[src/core/periodic_timer_pkg.sv]
// package: constants, types and overview of the periodic timer
// Overview of operation
// - pwm keeps counting and comparing even when pin action forces output.
// - pwm period set by period compare clear; clear source select ignored.
// - single pulse mode is mode 10 with pin action 11.
// - run bit rising starts counter and pulse leading edge.
// - ext clock pin active edge sets run bit in single pulse mode.
// - trailing edge on run clear or compare a match; match clears run.
// - single pulse compare a match raises timer interrupt request.
// - single pulse counter zeroed only on run rise; stops after match.
// - single pulse ignores period value and clear source select.
// - capture mode is mode 01.
// - capture source is capture pin or ext clock pin per select.
// - pin action selects rising, falling or both capture edges.
// - capture counter starts on run rise, free runs until run falls.
// - active capture edge copies counter to compare a, raises interrupt.
// - capture period match zeroes counter and raises interrupt.
// - capture period value zero gives full count range.
// - capture pin action 11 disables capture, counter keeps running.
// - capture ignores clear select, initial level, invert; no output.
// - selected pin captures even when configured as an output.
// - counter and compares are 10 bits, split low byte and 2-bit high.
// - capture source select 0 picks capture pin, 1 picks ext clock.
package periodic_timer_pkg;
   localparam int CNT_W = 10;
   localparam logic [3:0] ADDR_CTRL0 = 4'h0;
   localparam logic [3:0] ADDR_CTRL1 = 4'h1;
   localparam logic [3:0] ADDR_CNT_LO = 4'h2;
   localparam logic [3:0] ADDR_CNT_HI = 4'h3;
   localparam logic [3:0] ADDR_CMPA_LO = 4'h4;
   localparam logic [3:0] ADDR_CMPA_HI = 4'h5;
   localparam logic [3:0] ADDR_PER_LO = 4'h6;
   localparam logic [3:0] ADDR_PER_HI = 4'h7;
   localparam logic [3:0] ADDR_FLAGS = 4'h8;
   // control 0 bit positions
   localparam int RUN_BIT_POS = 3;
   // control 1 bit positions
   localparam int MODE_HI_POS = 7;
   localparam int MODE_LO_POS = 6;
   localparam int PIN_ACT_HI_POS = 5;
   localparam int PIN_ACT_LO_POS = 4;
   localparam int INIT_LEVEL_POS = 3;
   localparam int INVERT_POS = 2;
   localparam int CAP_SRC_POS = 1;
   localparam int CLR_SRC_POS = 0;
   // flags register bit positions, write one to clear
   localparam int FLAG_A_POS = 0;
   localparam int FLAG_P_POS = 1;
   localparam logic [7:0] CTRL1_RESET = 8'h00;
   localparam logic [9:0] VALUE_RESET = 10'h000;
   localparam logic [9:0] COUNT_MAX = 10'h3FF;
   localparam logic [1:0] MODE_COMPARE = 2'h0;
   localparam logic [1:0] MODE_CAPTURE = 2'h1;
   localparam logic [1:0] MODE_PWM = 2'h2;
   localparam logic [1:0] MODE_TIMER = 2'h3;
   localparam logic [1:0] ACT_NONE = 2'h0;
   localparam logic [1:0] ACT_LOW = 2'h1;
   localparam logic [1:0] ACT_HIGH = 2'h2;
   localparam logic [1:0] ACT_TOGGLE = 2'h3;
   localparam logic [1:0] EDGE_RISE = 2'h0;
   localparam logic [1:0] EDGE_FALL = 2'h1;
   localparam logic [1:0] EDGE_BOTH = 2'h2;
   localparam logic [1:0] EDGE_NONE = 2'h3;

   typedef struct packed {
      logic [1:0] mode;
      logic [1:0] pin_action_field;
      logic output_initial_level;
      logic output_invert;
      logic capture_source_select;
      logic clear_source_select;
   } timer_control_1_t;

   typedef struct packed {
      logic [3:0] addr;
      logic [7:0] wdata;
      logic wr;
      logic rd;
   } reg_req_t;

   typedef enum logic [1:0] {
      PHASE_IDLE,
      PHASE_RUN,
      PHASE_HELD
   } phase_t;
endpackage

[src/core/edge_sync.sv]
// synchroniser and edge detector for an input pin
module edge_sync (
   input wire logic clk,
   input wire logic reset,
   input wire logic pin,
   output logic level,
   output logic rise,
   output logic fall
);
   logic meta;
   logic stable;

   always_ff @(posedge clk) begin
      if (reset) begin
         meta <= 1'b0;
         stable <= 1'b0;
         level <= 1'b0;
      end else begin
         meta <= pin;
         stable <= meta;
         level <= stable;
      end
   end

   always_comb begin
      rise = stable & ~level;
      fall = ~stable & level;
   end
endmodule

[src/core/periodic_timer.sv]
// periodic timer: compare, pwm, single pulse and capture modes
module periodic_timer (
   input wire logic clk,
   input wire logic reset,
   input wire periodic_timer_pkg::reg_req_t req,
   output logic [7:0] rdata,
   input wire logic ext_clock_pin,
   input wire logic capture_input_pin,
   output logic timer_out,
   output logic compare_a_flag,
   output logic period_match_flag,
   output logic irq_pulse
);
   periodic_timer_pkg::timer_control_1_t ctrl;
   logic run_bit;
   logic [9:0] count;
   logic [9:0] compare_a_value;
   logic [9:0] period_value;
   logic raw_out;
   logic run_prev;
   periodic_timer_pkg::phase_t phase;
   logic ck_rise;
   logic ck_fall;
   logic cp_rise;
   logic cp_fall;

   edge_sync u_ck (
      .clk(clk),
      .reset(reset),
      .pin(ext_clock_pin),
      .level(),
      .rise(ck_rise),
      .fall(ck_fall)
   );

   edge_sync u_cp (
      .clk(clk),
      .reset(reset),
      .pin(capture_input_pin),
      .level(),
      .rise(cp_rise),
      .fall(cp_fall)
   );

   function automatic logic edge_hit(input logic [1:0] sel,
                                     input logic r, input logic f);
      case (sel)
         periodic_timer_pkg::EDGE_RISE: edge_hit = r;
         periodic_timer_pkg::EDGE_FALL: edge_hit = f;
         periodic_timer_pkg::EDGE_BOTH: edge_hit = r | f;
         default: edge_hit = 1'b0;
      endcase
   endfunction

   function automatic logic [9:0] load_lo(input logic [9:0] v,
                                          input logic [7:0] d);
      load_lo = {v[9:8], d};
   endfunction

   function automatic logic [9:0] load_hi(input logic [9:0] v,
                                          input logic [7:0] d);
      load_hi = {d[1:0], v[7:0]};
   endfunction

   function automatic logic bus_write(input periodic_timer_pkg::reg_req_t r,
                                      input logic [3:0] a);
      bus_write = r.wr && r.addr == a;
   endfunction

   function automatic logic [7:0] hi_byte(input logic [9:0] v);
      hi_byte = {6'h00, v[9:8]};
   endfunction

   // decode
   logic wr_ctrl0;
   logic wr_ctrl1;
   logic wr_flags;
   logic wr_cmpa_lo;
   logic wr_cmpa_hi;
   logic wr_per_lo;
   logic wr_per_hi;
   logic is_capture;
   logic is_pulse;
   logic is_pwm;
   logic no_output;
   logic run_rise;
   logic match_a;
   logic match_p;
   logic per_zero;
   logic sel_rise;
   logic sel_fall;
   logic capture_hit;
   logic pulse_trigger;
   logic a_event;
   logic p_event;
   logic clear_count;
   logic next_run;

   // register write strobes
   always_comb begin
      wr_ctrl0 = bus_write(req, periodic_timer_pkg::ADDR_CTRL0);
      wr_ctrl1 = bus_write(req, periodic_timer_pkg::ADDR_CTRL1);
      wr_flags = bus_write(req, periodic_timer_pkg::ADDR_FLAGS);
      wr_cmpa_lo = bus_write(req, periodic_timer_pkg::ADDR_CMPA_LO);
      wr_cmpa_hi = bus_write(req, periodic_timer_pkg::ADDR_CMPA_HI);
      wr_per_lo = bus_write(req, periodic_timer_pkg::ADDR_PER_LO);
      wr_per_hi = bus_write(req, periodic_timer_pkg::ADDR_PER_HI);
   end

   // mode decode
   always_comb begin
      is_capture = ctrl.mode == periodic_timer_pkg::MODE_CAPTURE;
      is_pulse = ctrl.mode == periodic_timer_pkg::MODE_PWM
         && ctrl.pin_action_field == periodic_timer_pkg::ACT_TOGGLE;
      is_pwm = ctrl.mode == periodic_timer_pkg::MODE_PWM && !is_pulse;
      no_output = is_capture
         || ctrl.mode == periodic_timer_pkg::MODE_TIMER;
   end

   // comparators and capture trigger
   always_comb begin
      run_rise = run_bit && !run_prev;
      per_zero = period_value == periodic_timer_pkg::VALUE_RESET;
      match_a = run_bit && count == compare_a_value;
      // zero period means full range: match at top count
      match_p = run_bit && (per_zero ? count == periodic_timer_pkg::COUNT_MAX
                            : count == period_value);
      // selected capture source
      sel_rise = ctrl.capture_source_select ? ck_rise : cp_rise;
      sel_fall = ctrl.capture_source_select ? ck_fall : cp_fall;
      // pin level is watched whatever its direction
      capture_hit = is_capture && run_bit
         && edge_hit(ctrl.pin_action_field, sel_rise, sel_fall);
      pulse_trigger = is_pulse && ck_rise;
   end

   // flag events and counter clear
   always_comb begin
      if (is_capture) begin
         a_event = capture_hit;
         p_event = match_p;
      end else if (is_pulse) begin
         a_event = match_a && phase == periodic_timer_pkg::PHASE_RUN;
         p_event = 1'b0;
      end else if (is_pwm) begin
         a_event = match_a;
         p_event = match_p;
      end else begin
         a_event = match_a;
         p_event = match_p && !ctrl.clear_source_select;
      end
      if (is_capture || is_pwm) begin
         clear_count = match_p;
      end else if (is_pulse) begin
         clear_count = 1'b0;
      end else begin
         clear_count = ctrl.clear_source_select ? match_a : match_p;
      end
   end

   // run bit next value
   always_comb begin
      next_run = run_bit;
      if (wr_ctrl0) begin
         next_run = req.wdata[periodic_timer_pkg::RUN_BIT_POS];
      end
      if (pulse_trigger) begin
         next_run = 1'b1;
      end
      if (a_event && is_pulse) begin
         next_run = 1'b0;
      end
   end

   // control registers
   always_ff @(posedge clk) begin
      if (reset) begin
         ctrl <= periodic_timer_pkg::CTRL1_RESET;
         run_bit <= 1'b0;
         run_prev <= 1'b0;
      end else begin
         if (wr_ctrl1) begin
            ctrl <= req.wdata;
         end
         run_bit <= next_run;
         run_prev <= run_bit;
      end
   end

   // compare registers, capture loads compare a
   always_ff @(posedge clk) begin
      if (reset) begin
         compare_a_value <= periodic_timer_pkg::VALUE_RESET;
         period_value <= periodic_timer_pkg::VALUE_RESET;
      end else begin
         if (capture_hit) begin
            compare_a_value <= count;
         end else if (wr_cmpa_lo) begin
            compare_a_value <= load_lo(compare_a_value, req.wdata);
         end else if (wr_cmpa_hi) begin
            compare_a_value <= load_hi(compare_a_value, req.wdata);
         end
         if (wr_per_lo) begin
            period_value <= load_lo(period_value, req.wdata);
         end else if (wr_per_hi) begin
            period_value <= load_hi(period_value, req.wdata);
         end
      end
   end

   // pulse phase tracking
   always_ff @(posedge clk) begin
      if (reset) begin
         phase <= periodic_timer_pkg::PHASE_IDLE;
      end else begin
         case (phase)
            periodic_timer_pkg::PHASE_IDLE: begin
               if (run_rise) begin
                  phase <= periodic_timer_pkg::PHASE_RUN;
               end
            end
            periodic_timer_pkg::PHASE_RUN: begin
               if (!run_bit) begin
                  phase <= periodic_timer_pkg::PHASE_IDLE;
               end else if (is_pulse && match_a) begin
                  phase <= periodic_timer_pkg::PHASE_HELD;
               end
            end
            periodic_timer_pkg::PHASE_HELD: begin
               if (!run_bit) begin
                  phase <= periodic_timer_pkg::PHASE_IDLE;
               end
            end
            default: phase <= periodic_timer_pkg::PHASE_IDLE;
         endcase
      end
   end

   // counter
   always_ff @(posedge clk) begin
      if (reset) begin
         count <= periodic_timer_pkg::VALUE_RESET;
      end else if (run_rise) begin
         count <= periodic_timer_pkg::VALUE_RESET;
      end else if (run_bit && !(is_pulse && a_event)) begin
         // free runs in capture mode whatever the pin does
         if (clear_count) begin
            count <= periodic_timer_pkg::VALUE_RESET;
         end else begin
            count <= count + 10'h001;
         end
      end
   end

   // flags: set wins over write-one clear
   always_ff @(posedge clk) begin
      if (reset) begin
         compare_a_flag <= 1'b0;
         period_match_flag <= 1'b0;
         irq_pulse <= 1'b0;
      end else begin
         if (a_event) begin
            compare_a_flag <= 1'b1;
         end else if (wr_flags
                      && req.wdata[periodic_timer_pkg::FLAG_A_POS]) begin
            compare_a_flag <= 1'b0;
         end
         if (p_event) begin
            period_match_flag <= 1'b1;
         end else if (wr_flags
                      && req.wdata[periodic_timer_pkg::FLAG_P_POS]) begin
            period_match_flag <= 1'b0;
         end
         irq_pulse <= a_event || p_event;
      end
   end

   // output waveform
   always_ff @(posedge clk) begin
      if (reset) begin
         raw_out <= 1'b0;
      end else if (no_output) begin
         raw_out <= 1'b0;
      end else if (is_pulse) begin
         // leading edge on run rise, trailing on run clear or match
         raw_out <= next_run
            && !(phase == periodic_timer_pkg::PHASE_HELD);
      end else if (is_pwm) begin
         // duty generated always; pin action only gates the pin
         raw_out <= count < compare_a_value;
      end else if (run_rise) begin
         raw_out <= ctrl.output_initial_level;
      end else if (a_event) begin
         case (ctrl.pin_action_field)
            periodic_timer_pkg::ACT_LOW: raw_out <= 1'b0;
            periodic_timer_pkg::ACT_HIGH: raw_out <= 1'b1;
            periodic_timer_pkg::ACT_TOGGLE: raw_out <= ~raw_out;
            default: raw_out <= raw_out;
         endcase
      end
   end

   always_ff @(posedge clk) begin
      if (reset) begin
         timer_out <= 1'b0;
      end else if (no_output) begin
         timer_out <= 1'b0;
      end else if (is_pwm) begin
         case (ctrl.pin_action_field)
            periodic_timer_pkg::ACT_NONE: timer_out <= ctrl.output_invert;
            periodic_timer_pkg::ACT_LOW: timer_out <= ~ctrl.output_invert;
            default: timer_out <= (raw_out ~^ ctrl.output_initial_level)
               ^ ctrl.output_invert;
         endcase
      end else begin
         timer_out <= raw_out ^ ctrl.output_invert;
      end
   end

   // read data, one cycle after strobe
   always_ff @(posedge clk) begin
      if (reset) begin
         rdata <= 8'h00;
      end else if (req.rd) begin
         case (req.addr)
            periodic_timer_pkg::ADDR_CTRL0:
               rdata <= {4'h0, run_bit, 3'h0};
            periodic_timer_pkg::ADDR_CTRL1: rdata <= ctrl;
            periodic_timer_pkg::ADDR_CNT_LO: rdata <= count[7:0];
            periodic_timer_pkg::ADDR_CNT_HI: rdata <= hi_byte(count);
            periodic_timer_pkg::ADDR_CMPA_LO: rdata <= compare_a_value[7:0];
            periodic_timer_pkg::ADDR_CMPA_HI:
               rdata <= hi_byte(compare_a_value);
            periodic_timer_pkg::ADDR_PER_LO: rdata <= period_value[7:0];
            periodic_timer_pkg::ADDR_PER_HI:
               rdata <= hi_byte(period_value);
            periodic_timer_pkg::ADDR_FLAGS:
               rdata <= {6'h00, period_match_flag, compare_a_flag};
            default: rdata <= 8'h00;
         endcase
      end else begin
         rdata <= 8'h00;
      end
   end
endmodule

[config.mk]
export PLATFORM = sky130hd
export DESIGN_NAME = periodic_timer
export DESIGN_NICKNAME = d
export VERILOG_FILES = /design/src/core/periodic_timer_pkg.sv /design/src/core/edge_sync.sv /design/src/core/periodic_timer.sv
export SDC_FILE = /design/constraint.sdc
export NUM_CORES = 1
export LEC_CHECK = 0
export ABC_AREA = 1
export BUFFER_PORTS_ARGS = -buffer_cell sky130_fd_sc_hd__clkbuf_2
export CELL_PAD_IN_SITES_DETAIL_PLACEMENT = 0
export CELL_PAD_IN_SITES_GLOBAL_PLACEMENT = 1
export CORE_MARGIN = 3
export CORE_UTILIZATION = 30
export DETAILED_ROUTE_END_ITERATION = 10
export GPL_ROUTABILITY_DRIVEN = 0
export PLACE_DENSITY = 0.64
export REMOVE_ABC_BUFFERS = 1
export SKIP_LAST_GASP = 1
export SLEW_MARGIN = 25
export SYNTH_ARGS = -nofsm -noshare
export SYNTH_HDL_FRONTEND = slang
export SYNTH_HIERARCHICAL = 1
export SYNTH_SLANG_ARGS = --single-unit
[constraint.sdc]
create_clock -name clk -period 2.81 [get_ports clk]
set_input_delay 0 -clock clk [delete_from_list [all_inputs] [get_ports clk]]
set_output_delay 0 -clock clk [all_outputs]
set_load 0.03 [all_outputs]
==> results by group, run 1 <==
Logic synthesis
  • Synth async-reset ratio: 0%
  • Synth cell count leaders: nand2_1, inv_1, nor2_1
  • Top-count cell post-synth: nand2_1
  • Mapped Area: between 0.003 and 0.004 mm²
  • Post-synth EDFFs: 0
  • Ys flop type: dfxtp_1
  • Yosys Warn Count: 6
  • Top-area cell type share of the netlist area: about 36%
  • Post-synthesis sequential area ratio: 36.2%
  • Area leader, netlist: dfxtp_1
  • Number of synthesized register bits: 61
  • Synth area leaders: dfxtp_1, nand2_1, inv_1
  • Cell variety after synth: 36
  • Syn avg cell area: 6.80 µm²
  • Syn Inst Count: between 400 and 500

Clock network
  • Clk sinks: 61
  • Cts repair resizes: 0
  • # H-tree levels: 3
  • CTS max path bufs: 2
  • CTS tree: done
  • Clock Pin Slew Worst Setup and Hold Paths: 0.06 ns
  • Worst skew pair latency: approximately 0.34 ns
  • Number of CTS-inserted buffers: 9
  • Number of hold buffers added after CTS: 2
  • Setup Buffers After CTS: 0
  • CTS Root Cell: clkbuf_16

Floorplan
  • I/O Pins: 30
  • Die width: between 100 and 150 µm
  • Starting Density: between 30% and 40%
  • Die area: around 0.013 mm²
  • Core area: ~0.011 mm²
  • Die height: about 110 µm
  • Rows: 38

Routing
  • First-pass DRT Iterations: 5
  • 1st-iter DRT viols: between 200 and 250
  • Post-DRT Antenna Nets: 0
  • Vias: roughly 3400
  • Detailed Route WL: about 11000 µm
  • Drt via density: slightly below 5
  • Drt drc: 0
  • Routed len/inst: between 15 and 20 µm

Timing
  • Slew at the pin closest to its max-slew limit: 0.577 ns
  • Setup TNS: 0 ns
  • Hold Violations, Final: 0
  • Post-route setup slack: ~0.64 ns
  • Rel. slew slack: about 61%
  • Clk_skew: just over 0.007 ns
  • Period utilisation layout: 77.3%
  • Pins over their slew limit: 0
  • Final setup violating endpoints: 0
  • Unrepaired setup endpoints after global routing: no
  • Post-layout min period: between 2 and 2.5 ns
  • Max Freq: approximately 460 MHz

Power
  • PwrDens: ~550 mW/mm²
  • Worst vdd rail ir drop: between 0.0002 and 0.00025 V
  • LEAKAGE: approximately 1.7 nW
  • Tot Pwr: about 2.2 mW

Worst setup path
  • Buffers & Inverters on Critical Path: 2
  • CP max FO: 7
  • Max incr delay on CP: between 0.3 and 0.4 ns
  • Crit path kind: flop to flop
  • Slowest-stage cell, CP: dfxtp_1
  • Critical Path AT: approximately 2.4 ns
  • Crit path launch type: flop
  • CP top delay family: simple AND/OR/NAND/NOR gates
  • Setup crit end kind: flop
  • Crit path required time: 3.04 ns
  • Worst path cell trace: inv_1 > ha_1 > inv_1 > nand2_1 > nand3_1 > nand2_1 > nand2_2 > nand2_2 > a21oi_4 > nand3_1 > nor2_1 > xor2_1 > nor2_1

Cells and area
  • Layout cell share with drive strength beyond 1: around 12%
  • Ant diodes: 0
  • Filler cell count: approximately 1200
  • Final net count: 564
  • Cell Count, Final, Fillers Out: about 680
  • Synth-to-layout area growth: 17.9%

Place
  • DP Worst Slack: about 0.63 ns
  • Placed cells: ~660
  • # port buffers: 29
  • DP Wirelength: between 8000 and 9000 µm

GRT
  • Initial antenna violation count: 0
  • Maximum number of pins on one net before global-route repair: 19
  • Remaining global-route overflow: 0
  • Gr usage total: about 18%
  • Global-route wire length before repair: between 15000 and 20000 µm
  • Vias in the first global route: approximately 3100

Job
  • Max_cap viols: 0

Status
  • Outcome: complete, no violations

Hold path
  • Min-delay worst type: primary input to flop
area by class of cell:
cell class                 count  area, µm²  share of cell area [%]
multi-input combinational    341       1780                    44.7
timing repair buffer          33        180                    4.53
sequential                    61       1220                    30.7
clock inverter                 6       62.6                    1.57
tap                          140        175                    4.40
clock buffer                  10        239                    6.01
inverter                      85        320                    8.05
cells in the final DEF (no fill, tap or decap):
master         count
a211oi_1           2
a21oi_1           38
a21oi_4            1
a221oi_1           6
a22oi_1            1
a31oi_1            3
buf_4              2
bufinv_16          1
clkbuf_16          9
clkbuf_2          29
clkbuf_8           1
clkinv_2           3
clkinvlp_4         3
dfxtp_1           61
dlygate4sd3_1      2
ha_1              15
inv_1             83
inv_2              1
nand2_1           90
nand2_2            4
nand2_4            1
nand3_1           23
nand3b_1           1
nand4_1            7
nor2_1            63
nor2_2             3
nor3_1             7
nor3_2             1
nor3_4             1
o2111ai_1          3
o211ai_1           1
o21a_1             2
o21ai_0           47
o21bai_1           1
o22ai_1           11
o311ai_0           1
or2_2              2
xor2_1             6
state kept, by name, indices dropped and copies added (netlist names):
signal / cells
run_bit: 1
u_cp/level: 1
u_cp/stable: 1
phase: 2
irq_pulse: 1
u_ck/level: 1
run_prev: 1
compare_a_value: 10
raw_out: 1
period_value: 10
ctrl: 8
u_ck/meta: 1
rdata: 8
timer_out: 1
u_ck/stable: 1
u_cp/meta: 1
compare_a_flag: 1
period_match_flag: 1
count: 10
power breakdown:
part           leakage, nW  total (mW)  switching, mW  internal (mW)
Clock                0.140        1.13          0.420          0.706
Combinational         1.09       0.172          0.119         0.0534
Sequential           0.493       0.888        0.00914          0.879
Total                 1.72        2.19          0.548           1.64
path summary, 6_finish.rpt:
path	from	endpoint	slack [ns]	depth (start not counted)
max	ctrl[4]	count[8]	0.64	13
min	req[8]	ctrl[6]	0.03	3
max reg2reg	ctrl[4]	count[8]	0.64	13
min reg2reg	u_ck/meta	u_ck/stable	0.40	2
worst min-delay path, stage by stage:
cell      delay, ns
clkbuf_2       0.11
o21ai_0        0.09
a21oi_1        0.12
metal layers:
metal | track usage, % | up-vias | routed length [µm]
li1 | - | 1701 | -
met1 | 24.8 | 1557 | 5190
met2 | 27.5 | 82 | 4830
met3 | 3.72 | 12 | 501
met4 | 5.53 | 0 | 175
met5 | 0 | - | 0
cells by family after synthesis:
| logic type | synth area share [%] |
|---|---|
| simple gates | 25.8 |
| buf+inv | 11.1 |
| fa+ha+maj | 5.56 |
| flops | 36.2 |
| compound gates | 19.8 |
| xor+xnor | 1.56 |
metrics by stage:
| step | hold slack, ns | util (%) | area [µm²] |
|---|---|---|---|
| floorplan | 0.0691 | - | 3320 |
| global placement | 0.198 | 33.4 | 3660 |
| detailed placement | 0.203 | 33.4 | 3660 |
| CTS | 0.0227 | 36.4 | 3980 |
| global route | 0.0475 | 36.4 | 3980 |
| finish | 0.0334 | 36.4 | 3980 |
(Power assumes the default switching activity.)
==> run 2: changes to the inputs <==
clock period = 2.1 ns   (was 2.81 ns; I/O delays follow)
==> run 2 against run 1 <==
Critical path depth is the same. Clock-buffer cell count increased by 1. Clock power is 35% higher. Non-clock buffer count increased by 21. Cell count up 3.0%. Critical endpoint is now count[4]. Die area stayed put. Hold slack worse by 0.011 ns. Global-route usage down 0.076 points. Power increased by 35%. Sequential share of layout area shrank 1.5 points.
==> results by group, run 2 (same netlist as run 1, synthesis figures left out) <==
Cells and area
  • Filler cell count: around 1200
  • Synth-to-layout area growth: 24.1%
  • Most frequent cells in the layout: nand2_1, inv_1, nor2_1
  • Final Instance Area: approximately 0.0042 mm²
  • Final net count: between 500 and 600
  • Commonest non-fill, non-tap cell in the layout: nand2_1
  • Biggest regs: compare_a_value: 10 flops, count: 10 flops, period_value: 10 flops
  • Cell Count, Final, Fillers Out: 696
  • Ant diodes: 0
  • Layout cell share with drive strength beyond 1: between 10% and 20%

Routing
  • Post-DRT Antenna Nets: 0
  • Drt drc: 0
  • First-pass DRT Iterations: 5
  • Detailed Route WL: between 10000 and 15000 µm
  • 1st-iter DRT viols: 220
  • Vias: 3422
  • Routed len/inst: between 15 and 20 µm
  • Drt via density: a little under 5

Clock network
  • Clock Pin Slew Worst Setup and Hold Paths: around 0.060 ns
  • Worst skew pair latency: 0.33 ns
  • CTS max path bufs: 2
  • # H-tree levels: 3
  • CTS Root Cell: clkbuf_16
  • CTS tree: done
  • Clk sinks: 61
  • Number of CTS-inserted buffers: 9

Floorplan
  • Die height: around 110 µm
  • Die width: roughly 110 µm
  • Starting Density: a little under a third
  • Core area: 0.0109 mm²
  • Die area: 0.0126 mm²
  • Rows: 38
  • I/O Pins: 30

Timing
  • Slew at the pin closest to its max-slew limit: around 0.61 ns
  • Max Freq: slightly below 500 MHz
  • Hold Violations, Final: 0
  • Post-layout min period: between 2 and 2.5 ns
  • Clk_skew: approximately 0.0057 ns
  • Final setup violating endpoints: 0
  • Rel. slew slack: about three fifths
  • Pins over their slew limit: 0
  • Post-route setup slack: about 0.079 ns
  • Period utilisation layout: slightly below 100%

GRT
  • Remaining global-route overflow: 0
  • Most congested layer reported by global routing: met2
  • Initial antenna violation count: 0
  • Global-route wire length before repair: approximately 17000 µm
  • Met2 Track Usage GR: between 20 and 30%
  • Gr usage total: between 10% and 20%
  • Met1 GRT Util: approximately 25%
  • Met3 usage: 2.80%
  • Maximum number of pins on one net before global-route repair: 17
  • Vias in the first global route: roughly 3200

Worst setup path
  • Setup crit end kind: flop
  • Crit path required time: between 2 and 2.5 ns
  • Critical path launch point: compare_a_value[4]
  • Slowest-stage cell, CP: dfxtp_1
  • Worst path cell trace: inv_1 > ha_1 > nand2_2 > nor2_2 > nand2_1 > nor2_2 > nand2_1 > nand2_2 > a21oi_4 > buf_4 > nand4_1 > xor2_1 > nor2_1
  • R2R Path Start: compare_a_value[4]
  • Crit path launch type: flop
  • Buffers & Inverters on Critical Path: 2
  • Crit path kind: flop to flop
  • CP top delay family: simple AND/OR/NAND/NOR gates
  • Max incr delay on CP: 0.34 ns
  • Critical Path AT: around 2.2 ns
  • CP max FO: 4

Place
  • DP Worst Slack: about 0.045 ns
  • Placed cells: around 680
  • DP Wirelength: between 8000 and 9000 µm
  • # port buffers: 29
  • Area of placed instances: ~0.0038 mm²

Hold path
  • Min-delay worst type: primary input to flop
  • Hold path startpoint: req[8]

Power
  • PwrDens: 706 mW/mm²
  • Tot Pwr: around 3 mW
  • Worst vdd rail ir drop: around 0.0003 V
  • LEAKAGE: about 1.8 nW

Job
  • Max_cap viols: 0

Status
  • Outcome: complete, no violations
## run 2: cell types whose count changed in the layout (fill, tap and decap cells not counted), sizes merged
cell / delta
clkinvlp: -2
clkbuf: +1
buf: +21
## run 2: per-layer routing
layer | up-vias | routed length, µm
met2 | 86 | 5100
li1 | 1732 | -
met4 | 0 | 184
met1 | 1587 | 5260
met5 | - | 0
met3 | 17 | 464
## run 2: per-stage QoR
step / TNS, ns / hold slack (ns) / util, %
2_1_floorplan: 0 / 0.0691 / -
3_3_place_gp: 0 / 0.196 / 34.8
3_5_place_dp: 0 / 0.202 / 34.8
4_1_cts: 0 / 0.0185 / 37.7
5_1_grt: -0.0986 / 0.0571 / 38.3
6_report: 0 / 0.0223 / 38.3
## run 2: where the power goes
group          switching [mW]  leakage [nW]  internal [mW]
combinational           0.168          1.20         0.0795
sequential             0.0117         0.495           1.18
clock                   0.550         0.147          0.972
total                   0.729          1.84           2.23
## run 2: final timing paths
| check | to | slack (ns) | cells past startpoint |
|---|---|---|---|
| worst min register to register | u_ck/stable | 0.41 | 2 |
| worst min-delay path | ctrl[6] | 0.02 | 3 |
| worst max register to register | count[4] | 0.08 | 13 |
| worst max-delay path | count[4] | 0.08 | 13 |
## run 2: what timing repair did
item / CTS / global route
hold buffers: 2 / 0
endpoints found under the setup margin: 0 / 9
setup buffers: 0 / 3
hold endpoints to repair: 2 / 0
resized for setup: 0 / 19
## run 2: area by class of cell
type	instances	area [µm²]	share of cell area (%)
Multi-Input combinational cell	341	1820	43.4
Sequential cell	61	1220	29.2
Timing Repair Buffer	54	350	8.36
Inverter	85	320	7.65
Clock buffer	11	253	6.03
Tap cell	140	175	4.18
Clock inverter	4	47.5	1.14
## run 2: tightest hold or removal path, cell delays in order
cell      delay [ns]
clkbuf_2        0.12
o21ai_0         0.09
a21oi_1         0.10
